<file path="src/fps_pkg.sv">
// Package of constants and types for the flash sequencer
`default_nettype none
package fps_pkg;
   localparam logic [23:0] P_IADDR_ADR = 24'hFFF940;
   localparam logic [23:0] P_IDATA_ADR = 24'hFFF942;
   localparam logic [23:0] P_SEC0_ADR = 24'hFFF944;
   localparam logic [23:0] P_SEC1_ADR = 24'hFFF946;
   localparam logic [23:0] P_CTRL_ADR = 24'hFFF94C;
   localparam logic [23:0] P_STAT_ADR = 24'hFFF94E;
   localparam logic [23:0] D_IADDR_ADR = 24'hFFF740;
   localparam logic [23:0] D_IDATA_ADR = 24'hFFF742;
   localparam logic [23:0] D_SEC_ADR = 24'hFFF744;
   localparam logic [23:0] D_CTRL_ADR = 24'hFFF74C;
   localparam logic [23:0] D_STAT_ADR = 24'hFFF74E;
   // Main block windows
   localparam logic [23:0] MAIN01_END = 24'h040000;
   localparam logic [23:0] MAIN2_BASE = 24'h0E0000;
   localparam logic [23:0] MAIN2_END = 24'h0E2000;
   localparam int MAIN1_BIT = 17;
   localparam int MAIN01_AW = 17;
   localparam int MAIN2_AW = 13;
   localparam int FL_AW = 18;
   // Section and boot geometry
   localparam int SEC_LSB_PROG = 13;
   localparam int SEC_LSB_DATA = 9;
   localparam int SEC_W = 4;
   localparam int BOOT_LSB = 10;
   localparam logic [2:0] BOOT_NONE = 3'h7;
   localparam int INFO1_BIT = 7;
   localparam int INFO1_SEC = 0;
   // Register fields and reset values
   localparam logic [7:0] IADDR_MASK_P = 8'hFE;
   localparam logic [7:0] IADDR_MASK_D = 8'h7E;
   localparam int CTRL_PROG = 0;
   localparam int CTRL_PAGE = 1;
   localparam int CTRL_BLOCK = 2;
   localparam int STAT_BUSY = 0;
   localparam int STAT_FULL = 1;
   localparam int STAT_EFAIL = 2;
   localparam int STAT_PFAIL = 3;
   localparam logic [15:0] SEC_RST = 16'h0000;
   localparam logic [2:0] CTRL_RST = 3'h0;
   localparam logic [7:0] IADDR_RST = 8'h00;
   localparam logic [1:0] SEL_WORD = 2'h3;

   typedef enum logic [1:0] {OP_READ, OP_PROG, OP_PAGE, OP_BLOCK} fps_op_t;
   typedef enum logic [2:0] {
      AR_MAIN0, AR_MAIN1, AR_MAIN2, AR_INFO0, AR_INFO1, AR_INFO2
   } fps_area_t;

   function automatic logic fps_majority(input logic [2:0] b);
      return (b[0] & b[1]) | (b[0] & b[2]) | (b[1] & b[2]);
   endfunction

   function automatic logic [15:0] fps_merge(input logic [15:0] old_v,
      input logic [15:0] new_v, input logic [1:0] sel);
      return {sel[1] ? new_v[15:8] : old_v[15:8],
              sel[0] ? new_v[7:0] : old_v[7:0]};
   endfunction
endpackage
`default_nettype wire

</file>
<file path="src/fps_chk_if.sv">
// Interface carrying a flash request to the permission checker
`timescale 1ns/1ps
`default_nettype none
interface fps_chk_if;
   fps_pkg::fps_op_t op;
   fps_pkg::fps_area_t area;
   logic [fps_pkg::FL_AW-1:0] addr;
   logic [2:0][15:0] sec;
   logic [2:0] lock;
   logic [2:0] boot;
   logic allow;
   modport req (output op, output area, output addr, output sec,
                output lock, output boot, input allow);
   modport chk (input op, input area, input addr, input sec,
                input lock, input boot, output allow);
endinterface
`default_nettype wire

</file>
<file path="src/fps_guard.sv">
// Permission check for flash erase and program requests
`timescale 1ns/1ps
`default_nettype none
module fps_guard (
   // Request under test
   fps_chk_if.chk c
);
   logic unlocked;
   logic boot_def;
   logic [2:0] boot_pages;
   logic [1:0] bank;
   logic [fps_pkg::SEC_W-1:0] sec_idx;
   logic sec_on;
   logic in_boot;
   logic is_main;
   logic prog_ok;

   assign unlocked = fps_pkg::fps_majority(c.lock);
   assign boot_def = c.boot != fps_pkg::BOOT_NONE;
   assign boot_pages = fps_pkg::BOOT_NONE - c.boot;
   assign bank = (c.area == fps_pkg::AR_MAIN0) ? 2'h0 :
                 (c.area == fps_pkg::AR_MAIN1 ||
                  c.area == fps_pkg::AR_INFO1) ? 2'h1 : 2'h2;
   assign sec_idx = (c.area == fps_pkg::AR_MAIN2) ?
      c.addr[fps_pkg::SEC_LSB_DATA +: fps_pkg::SEC_W] :
      c.addr[fps_pkg::SEC_LSB_PROG +: fps_pkg::SEC_W];
   assign sec_on = c.sec[bank][sec_idx];
   assign is_main = c.area == fps_pkg::AR_MAIN0 ||
                    c.area == fps_pkg::AR_MAIN1 ||
                    c.area == fps_pkg::AR_MAIN2;
   // Boot area sits at the bottom of block 0 in 1 KB units
   assign in_boot = c.area == fps_pkg::AR_MAIN0 &&
      c.addr[fps_pkg::FL_AW-1:fps_pkg::BOOT_LSB] < {5'h00, boot_pages};
   assign prog_ok = is_main ? (sec_on & ~in_boot) :
      (c.area == fps_pkg::AR_INFO1) ? c.sec[1][fps_pkg::INFO1_SEC] :
      (c.area == fps_pkg::AR_INFO2);

   always_comb
   begin
      case (c.op)
         fps_pkg::OP_READ: c.allow = 1'b1;
         fps_pkg::OP_PROG: c.allow = unlocked & prog_ok;
         fps_pkg::OP_PAGE: c.allow = unlocked & is_main & sec_on &
            ~in_boot;
         fps_pkg::OP_BLOCK: c.allow = unlocked & (&c.sec[bank]) &
            ~(bank == 2'h0 & boot_def) &
            (c.area != fps_pkg::AR_INFO0);
         default: c.allow = 1'b0;
      endcase
   end
endmodule // fps_guard
`default_nettype wire

</file>
<file path="src/fps_flash_seq.sv">
// Flash erase and program sequencer with Wishbone register slave
`timescale 1ns/1ps
`default_nettype none
module fps_flash_seq (
   // Clock and reset
   input wire logic clk_i,
   input wire logic srst_i,
   // Wishbone slave
   input wire logic wb_cyc_i,
   input wire logic wb_stb_i,
   input wire logic wb_we_i,
   input wire logic [23:1] wb_adr_i,
   input wire logic [1:0] wb_sel_i,
   input wire logic [15:0] wb_dat_i,
   output logic [15:0] wb_dat_o,
   output logic wb_ack_o,
   // Protection word fields
   input wire logic [2:0] wr_lock_bits_i,
   input wire logic [2:0] boot_area_code_i,
   // Flash array
   output logic fl_req_o,
   output logic [1:0] fl_op_o,
   output logic [2:0] fl_area_o,
   output logic [17:0] fl_addr_o,
   output logic [15:0] fl_wdata_o,
   input wire logic fl_done_i,
   input wire logic fl_fail_i,
   input wire logic [15:0] fl_rdata_i
);
   typedef enum logic {B_IDLE, B_READ} fps_bus_t;

   fps_bus_t bus_reg;
   logic [23:0] badr;
   logic req;
   logic hit_m01;
   logic hit_m2;
   logic hit_main;
   logic [1:0] hit_iaddr;
   logic [1:0] hit_idata;
   logic [1:0] hit_ctrl;
   logic [1:0] hit_stat;
   logic [2:0] hit_sec;
   logic w_mem;
   logic [2:0] w_ctrl;
   fps_pkg::fps_op_t c_op;
   fps_pkg::fps_area_t c_area;
   logic [fps_pkg::FL_AW-1:0] c_addr;
   logic c_mode;
   logic flash_acc;
   logic reg_acc;
   logic reg_wr;
   logic word_ok;
   logic permit;
   logic stall;
   logic go;
   logic free_now;
   logic issue_new;
   logic issue_pend;
   logic queue;
   logic ack_next;
   logic [15:0] rd_reg;
   logic [7:0] iaddr [2];
   logic [2:0] ctrl [2];
   logic [15:0] sec [3];
   logic [1:0] busy;
   logic [1:0] full;
   logic [1:0] efail;
   logic [1:0] pfail;
   logic cur_valid;
   logic cur_mem;
   logic pend_valid;
   logic pend_mem;
   fps_pkg::fps_area_t pend_area;
   logic [fps_pkg::FL_AW-1:0] pend_addr;
   logic [15:0] pend_data;

   function automatic logic [15:0] stat_word(input logic b, input logic f,
      input logic e, input logic p);
      logic [15:0] w;
      w = 16'h0000;
      w[fps_pkg::STAT_BUSY] = b;
      w[fps_pkg::STAT_FULL] = f;
      w[fps_pkg::STAT_EFAIL] = e;
      w[fps_pkg::STAT_PFAIL] = p;
      return w;
   endfunction

   fps_chk_if chk ();

   fps_guard u_guard (
      .c (chk)
   );

   // Address decode
   assign badr = {wb_adr_i, 1'b0};
   assign req = wb_cyc_i & wb_stb_i & ~wb_ack_o & (bus_reg == B_IDLE);
   assign hit_m01 = badr < fps_pkg::MAIN01_END;
   assign hit_m2 = (badr >= fps_pkg::MAIN2_BASE) &
                   (badr < fps_pkg::MAIN2_END);
   assign hit_main = hit_m01 | hit_m2;
   assign hit_iaddr = {badr == fps_pkg::D_IADDR_ADR,
                       badr == fps_pkg::P_IADDR_ADR};
   assign hit_idata = {badr == fps_pkg::D_IDATA_ADR,
                       badr == fps_pkg::P_IDATA_ADR};
   assign hit_ctrl = {badr == fps_pkg::D_CTRL_ADR,
                      badr == fps_pkg::P_CTRL_ADR};
   assign hit_stat = {badr == fps_pkg::D_STAT_ADR,
                      badr == fps_pkg::P_STAT_ADR};
   assign hit_sec = {badr == fps_pkg::D_SEC_ADR,
                     badr == fps_pkg::P_SEC1_ADR,
                     badr == fps_pkg::P_SEC0_ADR};
   assign flash_acc = req & (hit_main | (|hit_idata));
   assign reg_acc = req & ~(hit_main | (|hit_idata));
   assign reg_wr = reg_acc & wb_we_i;

   // Target memory, area and offset of a flash access
   assign w_mem = hit_main ? hit_m2 : hit_idata[1];
   assign w_ctrl = ctrl[w_mem];
   assign c_area = hit_m2 ? fps_pkg::AR_MAIN2 :
      hit_m01 ? (badr[fps_pkg::MAIN1_BIT] ? fps_pkg::AR_MAIN1 :
                 fps_pkg::AR_MAIN0) :
      hit_idata[1] ? fps_pkg::AR_INFO2 :
      iaddr[0][fps_pkg::INFO1_BIT] ? fps_pkg::AR_INFO1 :
      fps_pkg::AR_INFO0;
   assign c_addr = hit_m2 ?
      {{(fps_pkg::FL_AW - fps_pkg::MAIN2_AW){1'b0}},
       badr[fps_pkg::MAIN2_AW-1:0]} :
      hit_m01 ?
      {{(fps_pkg::FL_AW - fps_pkg::MAIN01_AW){1'b0}},
       badr[fps_pkg::MAIN01_AW-1:0]} :
      {10'h000, iaddr[w_mem]};

   // Operation chosen by the mode bits of the target memory
   assign c_op = ~wb_we_i ? fps_pkg::OP_READ :
      w_ctrl[fps_pkg::CTRL_PROG] ? fps_pkg::OP_PROG :
      w_ctrl[fps_pkg::CTRL_PAGE] ? fps_pkg::OP_PAGE :
      fps_pkg::OP_BLOCK;
   assign c_mode = ~wb_we_i | (|w_ctrl);

   assign chk.op = c_op;
   assign chk.area = c_area;
   assign chk.addr = c_addr;
   assign chk.sec = {sec[2], sec[1], sec[0]};
   assign chk.lock = wr_lock_bits_i;
   assign chk.boot = boot_area_code_i;

   // Programming takes only full aligned words
   assign word_ok = (c_op != fps_pkg::OP_PROG) |
                    (wb_sel_i == fps_pkg::SEL_WORD);
   assign permit = chk.allow & word_ok & c_mode;
   // Program waits only for a free pipeline slot; erase and read wait
   // for the whole sequencer to go idle
   assign stall = (c_op == fps_pkg::OP_PROG) ? pend_valid :
                  (cur_valid | pend_valid);
   assign go = flash_acc & permit & ~stall;
   assign free_now = ~cur_valid | (fl_done_i & ~pend_valid);
   assign issue_new = go & free_now;
   assign queue = go & ~free_now;
   assign issue_pend = fl_done_i & cur_valid & pend_valid;
   // Refused writes are answered at once and change nothing
   assign ack_next = reg_acc |
                     (flash_acc & wb_we_i & ~(permit & stall)) |
                     ((bus_reg == B_READ) & fl_done_i);

   // Register read mux
   assign rd_reg = hit_iaddr[0] ? {8'h00, iaddr[0]} :
                   hit_iaddr[1] ? {8'h00, iaddr[1]} :
                   hit_sec[0] ? sec[0] :
                   hit_sec[1] ? sec[1] :
                   hit_sec[2] ? sec[2] :
                   hit_ctrl[0] ? {13'h0000, ctrl[0]} :
                   hit_ctrl[1] ? {13'h0000, ctrl[1]} :
                   hit_stat[0] ?
                   stat_word(busy[0], full[0], efail[0], pfail[0]) :
                   hit_stat[1] ?
                   stat_word(busy[1], full[1], efail[1], pfail[1]) :
                   16'h0000;

   // Section enable registers
   for (genvar k = 0; k < 3; k++)
   begin : g_sec
      logic [15:0] sec_reg;
      assign sec[k] = sec_reg;
      always_ff @(posedge clk_i)
      begin
         if (srst_i)
            sec_reg <= fps_pkg::SEC_RST;
         else if (reg_wr & hit_sec[k])
            sec_reg <= fps_pkg::fps_merge(sec_reg, wb_dat_i, wb_sel_i);
      end
   end

   // Per-memory address, control and status state
   for (genvar m = 0; m < 2; m++)
   begin : g_mem
      logic [7:0] ia_reg;
      logic [2:0] ctl_reg;
      logic ef_reg;
      logic pf_reg;
      logic [7:0] ia_mask;
      logic [15:0] ia_merge;
      logic [15:0] ctl_merge;
      logic fin;
      logic set_e;
      logic set_p;
      logic clr_e;
      logic clr_p;

      assign ia_mask = (m == 0) ? fps_pkg::IADDR_MASK_P :
                       fps_pkg::IADDR_MASK_D;
      assign ia_merge = fps_pkg::fps_merge({8'h00, ia_reg}, wb_dat_i,
                                           wb_sel_i);
      assign ctl_merge = fps_pkg::fps_merge({13'h0000, ctl_reg},
                                            wb_dat_i, wb_sel_i);
      assign iaddr[m] = ia_reg;
      assign ctrl[m] = ctl_reg;
      assign busy[m] = (cur_valid & (fl_op_o != fps_pkg::OP_READ) &
                        (cur_mem == 1'(m))) |
                       (pend_valid & (pend_mem == 1'(m)));
      assign full[m] = pend_valid & (pend_mem == 1'(m));
      assign fin = fl_done_i & cur_valid & (cur_mem == 1'(m));
      assign set_e = fin & fl_fail_i &
                     ((fl_op_o == fps_pkg::OP_PAGE) |
                      (fl_op_o == fps_pkg::OP_BLOCK));
      assign set_p = fin & fl_fail_i &
                     (fl_op_o == fps_pkg::OP_PROG);
      assign clr_e = reg_wr & hit_stat[m] & wb_sel_i[0] &
                     wb_dat_i[fps_pkg::STAT_EFAIL];
      assign clr_p = reg_wr & hit_stat[m] & wb_sel_i[0] &
                     wb_dat_i[fps_pkg::STAT_PFAIL];

      always_ff @(posedge clk_i)
      begin
         if (srst_i)
         begin
            ia_reg <= fps_pkg::IADDR_RST;
            ctl_reg <= fps_pkg::CTRL_RST;
         end
         else
         begin
            // Bit 0 is held low: info words are always aligned
            if (reg_wr & hit_iaddr[m])
               ia_reg <= ia_merge[7:0] & ia_mask;
            if (reg_wr & hit_ctrl[m])
               ctl_reg <= ctl_merge[2:0];
         end
      end

      // Failure flags are sticky; a new failure beats a clear
      always_ff @(posedge clk_i)
      begin
         if (srst_i)
         begin
            ef_reg <= 1'b0;
            pf_reg <= 1'b0;
         end
         else
         begin
            ef_reg <= (ef_reg & ~clr_e) | set_e;
            pf_reg <= (pf_reg & ~clr_p) | set_p;
         end
      end
      assign efail[m] = ef_reg;
      assign pfail[m] = pf_reg;
   end

   // Flash command issue and write pipeline
   always_ff @(posedge clk_i)
   begin
      if (srst_i)
      begin
         fl_req_o <= 1'b0;
         fl_op_o <= fps_pkg::OP_READ;
         fl_area_o <= fps_pkg::AR_MAIN0;
         fl_addr_o <= '0;
         fl_wdata_o <= 16'h0000;
         cur_valid <= 1'b0;
         cur_mem <= 1'b0;
      end
      else
      begin
         fl_req_o <= issue_new | issue_pend;
         // Info area with block erase also clears its main block
         if (issue_new)
         begin
            fl_op_o <= c_op;
            fl_area_o <= c_area;
            fl_addr_o <= c_addr;
            fl_wdata_o <= wb_dat_i;
            cur_mem <= w_mem;
         end
         else if (issue_pend)
         begin
            fl_op_o <= fps_pkg::OP_PROG;
            fl_area_o <= pend_area;
            fl_addr_o <= pend_addr;
            fl_wdata_o <= pend_data;
            cur_mem <= pend_mem;
         end
         cur_valid <= issue_new | issue_pend | (cur_valid & ~fl_done_i);
      end
   end

   always_ff @(posedge clk_i)
   begin
      if (srst_i)
      begin
         pend_valid <= 1'b0;
         pend_mem <= 1'b0;
         pend_area <= fps_pkg::AR_MAIN0;
         pend_addr <= '0;
         pend_data <= 16'h0000;
      end
      else
      begin
         pend_valid <= queue | (pend_valid & ~issue_pend);
         if (queue)
         begin
            pend_mem <= w_mem;
            pend_area <= c_area;
            pend_addr <= c_addr;
            pend_data <= wb_dat_i;
         end
      end
   end

   // Bus answer
   always_ff @(posedge clk_i)
   begin
      if (srst_i)
      begin
         bus_reg <= B_IDLE;
         wb_ack_o <= 1'b0;
         wb_dat_o <= 16'h0000;
      end
      else
      begin
         wb_ack_o <= ack_next;
         if (go & ~wb_we_i)
            bus_reg <= B_READ;
         else if ((bus_reg == B_READ) & fl_done_i)
            bus_reg <= B_IDLE;
         if (reg_acc & ~wb_we_i)
            wb_dat_o <= rd_reg;
         else if ((bus_reg == B_READ) & fl_done_i)
            wb_dat_o <= fl_rdata_i;
      end
   end
endmodule // fps_flash_seq
`default_nettype wire

</file>
<file path="config.mk">
export PLATFORM = sky130hd
export DESIGN_NAME = fps_flash_seq
export DESIGN_NICKNAME = d
export VERILOG_FILES = /design/src/fps_pkg.sv /design/src/fps_chk_if.sv /design/src/fps_guard.sv /design/src/fps_flash_seq.sv
export SDC_FILE = /design/constraint.sdc
export NUM_CORES = 1
export LEC_CHECK = 0
export BUFFER_PORTS_ARGS = -buffer_cell sky130_fd_sc_hd__buf_2
export CORE_ASPECT_RATIO = 0.6
export CORE_UTILIZATION = 35
export CTS_CLUSTER_SIZE = 40
export DETAILED_ROUTE_END_ITERATION = 8
export GPL_TIMING_DRIVEN = 0
export PLACE_DENSITY_LB_ADDON = 0.05
export REMOVE_ABC_BUFFERS = 1
export SYNTH_ARGS = -nofsm -noshare
export SYNTH_HDL_FRONTEND = slang
export SYNTH_SLANG_ARGS = --single-unit
</file>
<file path="constraint.sdc">
create_clock -name clk_i -period 4.3 [get_ports clk_i]
set_input_delay 0.645 -clock clk_i [delete_from_list [all_inputs] [get_ports clk_i]]
set_output_delay 0.645 -clock clk_i [all_outputs]
set_load 0.01 [all_outputs]
</file>
==> results.yml <==
run_status:
  status: "complete, no violations"
synthesis:
  synth_seq_area_share: 0.374
  yosysUniqueCellTypes: 84
  netlist_area_sq_um: 8900
  syn_inst: 1066
  ys_seq_elements: 166
  yosysWarnings: 0
  ys.flop_type: "dfxtp_1"
  synth_top_area_share: 0.374
  synth-edff-count: 0
  synth.largest_area_cell: "dfxtp_1"
  synth_area_leaders: "dfxtp_1 (37%), mux2i_1 (12%), nand2_1 (7.6%), nor2_1 (3.8%), a21oi_1 (3.5%)"
  async_flop_share: 0
  avgSynthCellArea_sq_um: 8.35
placement:
  post_dp_cell_area_sq_um: 9780
  place_ws_ns: -0.992
  port_buffers: 124
  dp_hpwl_um: 22300
  gp_congestion: 0.861
timing:
  setup_slack_ns: 0.120
  final.setup.tns_ns: 0
  period_share: 0.972
  maxSlewHeadroom: 0.169
  drv_slew: 0
  hold_viol: 0
  tightest_slew_ns: 1.24
  finalClockSkew_ns: 0.0113
  fin_crit_ns: 4.18
  finalSetupViolations: 0
  rsz0062_at_grt: "false"
  fmax_ghz: 0.239
setup_path:
  cp_common_cell: "nor4_2"
  crit_type: "in -> reg"
  end_kind: "flop"
  r2r_slack_ns: 0.21
  slowest_stage: "nor4_2"
  crit_path_cell_trace: "buf_2 -> nand3_2 -> nor4_2 -> a211oi_4 -> a21boi_4 -> o221ai_1 -> nor4_2 -> a31oi_2 -> o32a_4 -> buf_12 -> mux2_1"
  path_max_fanout: 24
  setup.worst_path.start_class: "input pin"
  max_stage_delay_ns: 0.62
  cp_data_required_time_ns: 4.64
  worstPathArrival_ns: 4.52
  r2r-start: "g_mem[0].ia_reg[7]"
  rr_worst_depth: 9
  rr_endpoint: "pend_area[2]"
cts:
  numCtsBuffers: 17
  cts.sinks: 166
  h-tree-depth: 4
  clock_latency_ns: 0.46
  cts_root_buf: "clkbuf_16"
  tritoncts: "done"
  path_clk_slew_ns: 0.07
  cts.path.max_buffers: 2
drt:
  drtIter0Drc: 847
  drc: 0
  vias: 8397
  wl_um: 30900
  first_pass_iters: 5
  wire_per_inst_um: 20.8
  via_per_inst: 5.64
  ant_nets: 0
cells_and_area:
  design_area_sq_um: 10400
  layout-drive-gt1-share: 0.168
  num_antenna_cells: 0
  largest_reg_flops: 48
  nNetsFinal: 1225
  area_delta_synth_final_pct: 17.0
global_route:
  track_usage: 0.243
  overflow: 0
  grt_pass1_wl_um: 48200
  grt_pass1_vias: 7815
  antenna_found_initial: 1
  grt_max_degree: 127
power_and_ir_drop:
  ir_drop_mv: 0.268
  p_int_mw: 2.41
  power_mw: 3.21
  seqPwrFrac: 0.482
  p_switching_uw: 805
  switching_share: 0.250
  clockPowerShare: 0.459
  comb_power_share: 0.059
  total_leakage_power_nw: 3.98
  p_per_area_nw_per_um2: 308
floorplan:
  coreArea_sq_um: 24600
  initial_core_util: 0.362
  die_area_sq_um: 26100
  io_pins: 127
  die_w_um: 208
  die_y_um: 126
  rows: 44
worst_hold_path:
  hold-path-endpoint: "wb_dat_o[3]"
  hold_start: "fl_rdata_i[3]"
  holdPathStages: 3
  hold_path_class: "in -> reg"
job:
  maxCapViolations: 0
## power groups by stage
stage               clock network, mW  registers [mW]  logic [mW]
finish                           1.47            1.55       0.190
global route                     1.58            1.55       0.205
CTS                              1.51            1.55       0.188
detailed placement                  0            1.58       0.187
global placement                    0            1.58       0.182
floorplan                           0            1.59      0.0593
## repair_timing
item                                    CTS  global route
hold buffers                              0             0
buffers inserted                          2             3
endpoints found under the setup margin   74            31
hold endpoints to repair                  0             0
pin swaps                                 1             1
resized for setup                         4             2
## worst max path at each step
stage,depth (start not counted),startpoint,endpoint
floorplan,11,wb_adr_i[23],cur_mem
global placement,12,wb_adr_i[23],fl_area_o[2]
detailed placement,11,wb_adr_i[17],pend_area[2]
CTS,11,wb_adr_i[13],pend_area[2]
global route,11,wb_adr_i[17],pend_area[2]
finish,11,wb_adr_i[17],pend_area[2]
## area by class of cell
cell class,count,area (sq um)
fill,2507,14100
sequential,166,3320
clock inverter,11,103
timing repair buffer,136,835
tap,322,403
inverter,10,37.5
clock buffer,21,440
multi-input combinational,822,5270
## Yosys cell counts, drive strengths merged, types with 12 or more instances
master,number
a21oi,64
dfxtp,166
and2,15
o21ai,22
nor3,16
mux2,16
nand2b,48
a21o,33
and3,12
a211oi,21
nor2,89
mux2i,106
nand2,180
buf,21
clkbuf,48
nand3,31
## stage by stage
step,cells,hold slack (ns),utilization
5_1_grt,1488,0.467,0.424
2_1_floorplan,998,0.434,-
3_3_place_gp,1444,0.456,0.390
4_1_cts,1485,0.437,0.422
3_5_place_dp,1451,0.463,0.398
6_report,1488,0.462,0.424
## worst max-delay path: cells and delay by family
| family | cells | cell delay [ns] |
|---|---|---|
| and+or+nand+nor | 3 | 1.31 |
| muxes | 1 | 0.32 |
| buffers and inverters | 2 | 0.46 |
| AOI/OAI and AO/OA | 5 | 1.75 |
## layer usage
metal,vias to the layer above,wire length (um),track usage,share of wire
met2,293,11600,0.312,0.37
met4,2,325,0.0610,0.011
li1,4017,-,-,-
met5,-,13,0,0.00042
met3,29,2390,0.0633,0.077
met1,4056,16600,0.385,0.54
## cell usage in the layout, fill, tap and decap left out, types with 20 or more instances in the layout
| master | netlist | layout |
|---|---|---|
| o21ai_0 | 21 | 21 |
| dfxtp_1 | 166 | 166 |
| mux2i_1 | 106 | 106 |
| nand2b_1 | 48 | 48 |
| a21oi_1 | 63 | 63 |
| nor2_1 | 89 | 88 |
| nand2_1 | 180 | 180 |
| a21o_1 | 33 | 33 |
| buf_2 | 8 | 123 |
| nand3_1 | 30 | 29 |
| a211oi_1 | 20 | 20 |
## cells by family after synthesis
group | synth area share
buf+inv | 0.0420
flops | 0.374
other cells | 0.000421
compound gates | 0.187
simple gates | 0.253
fa+ha+maj | 0.00394
mux | 0.140
Power figures use the tool's default switching activity.
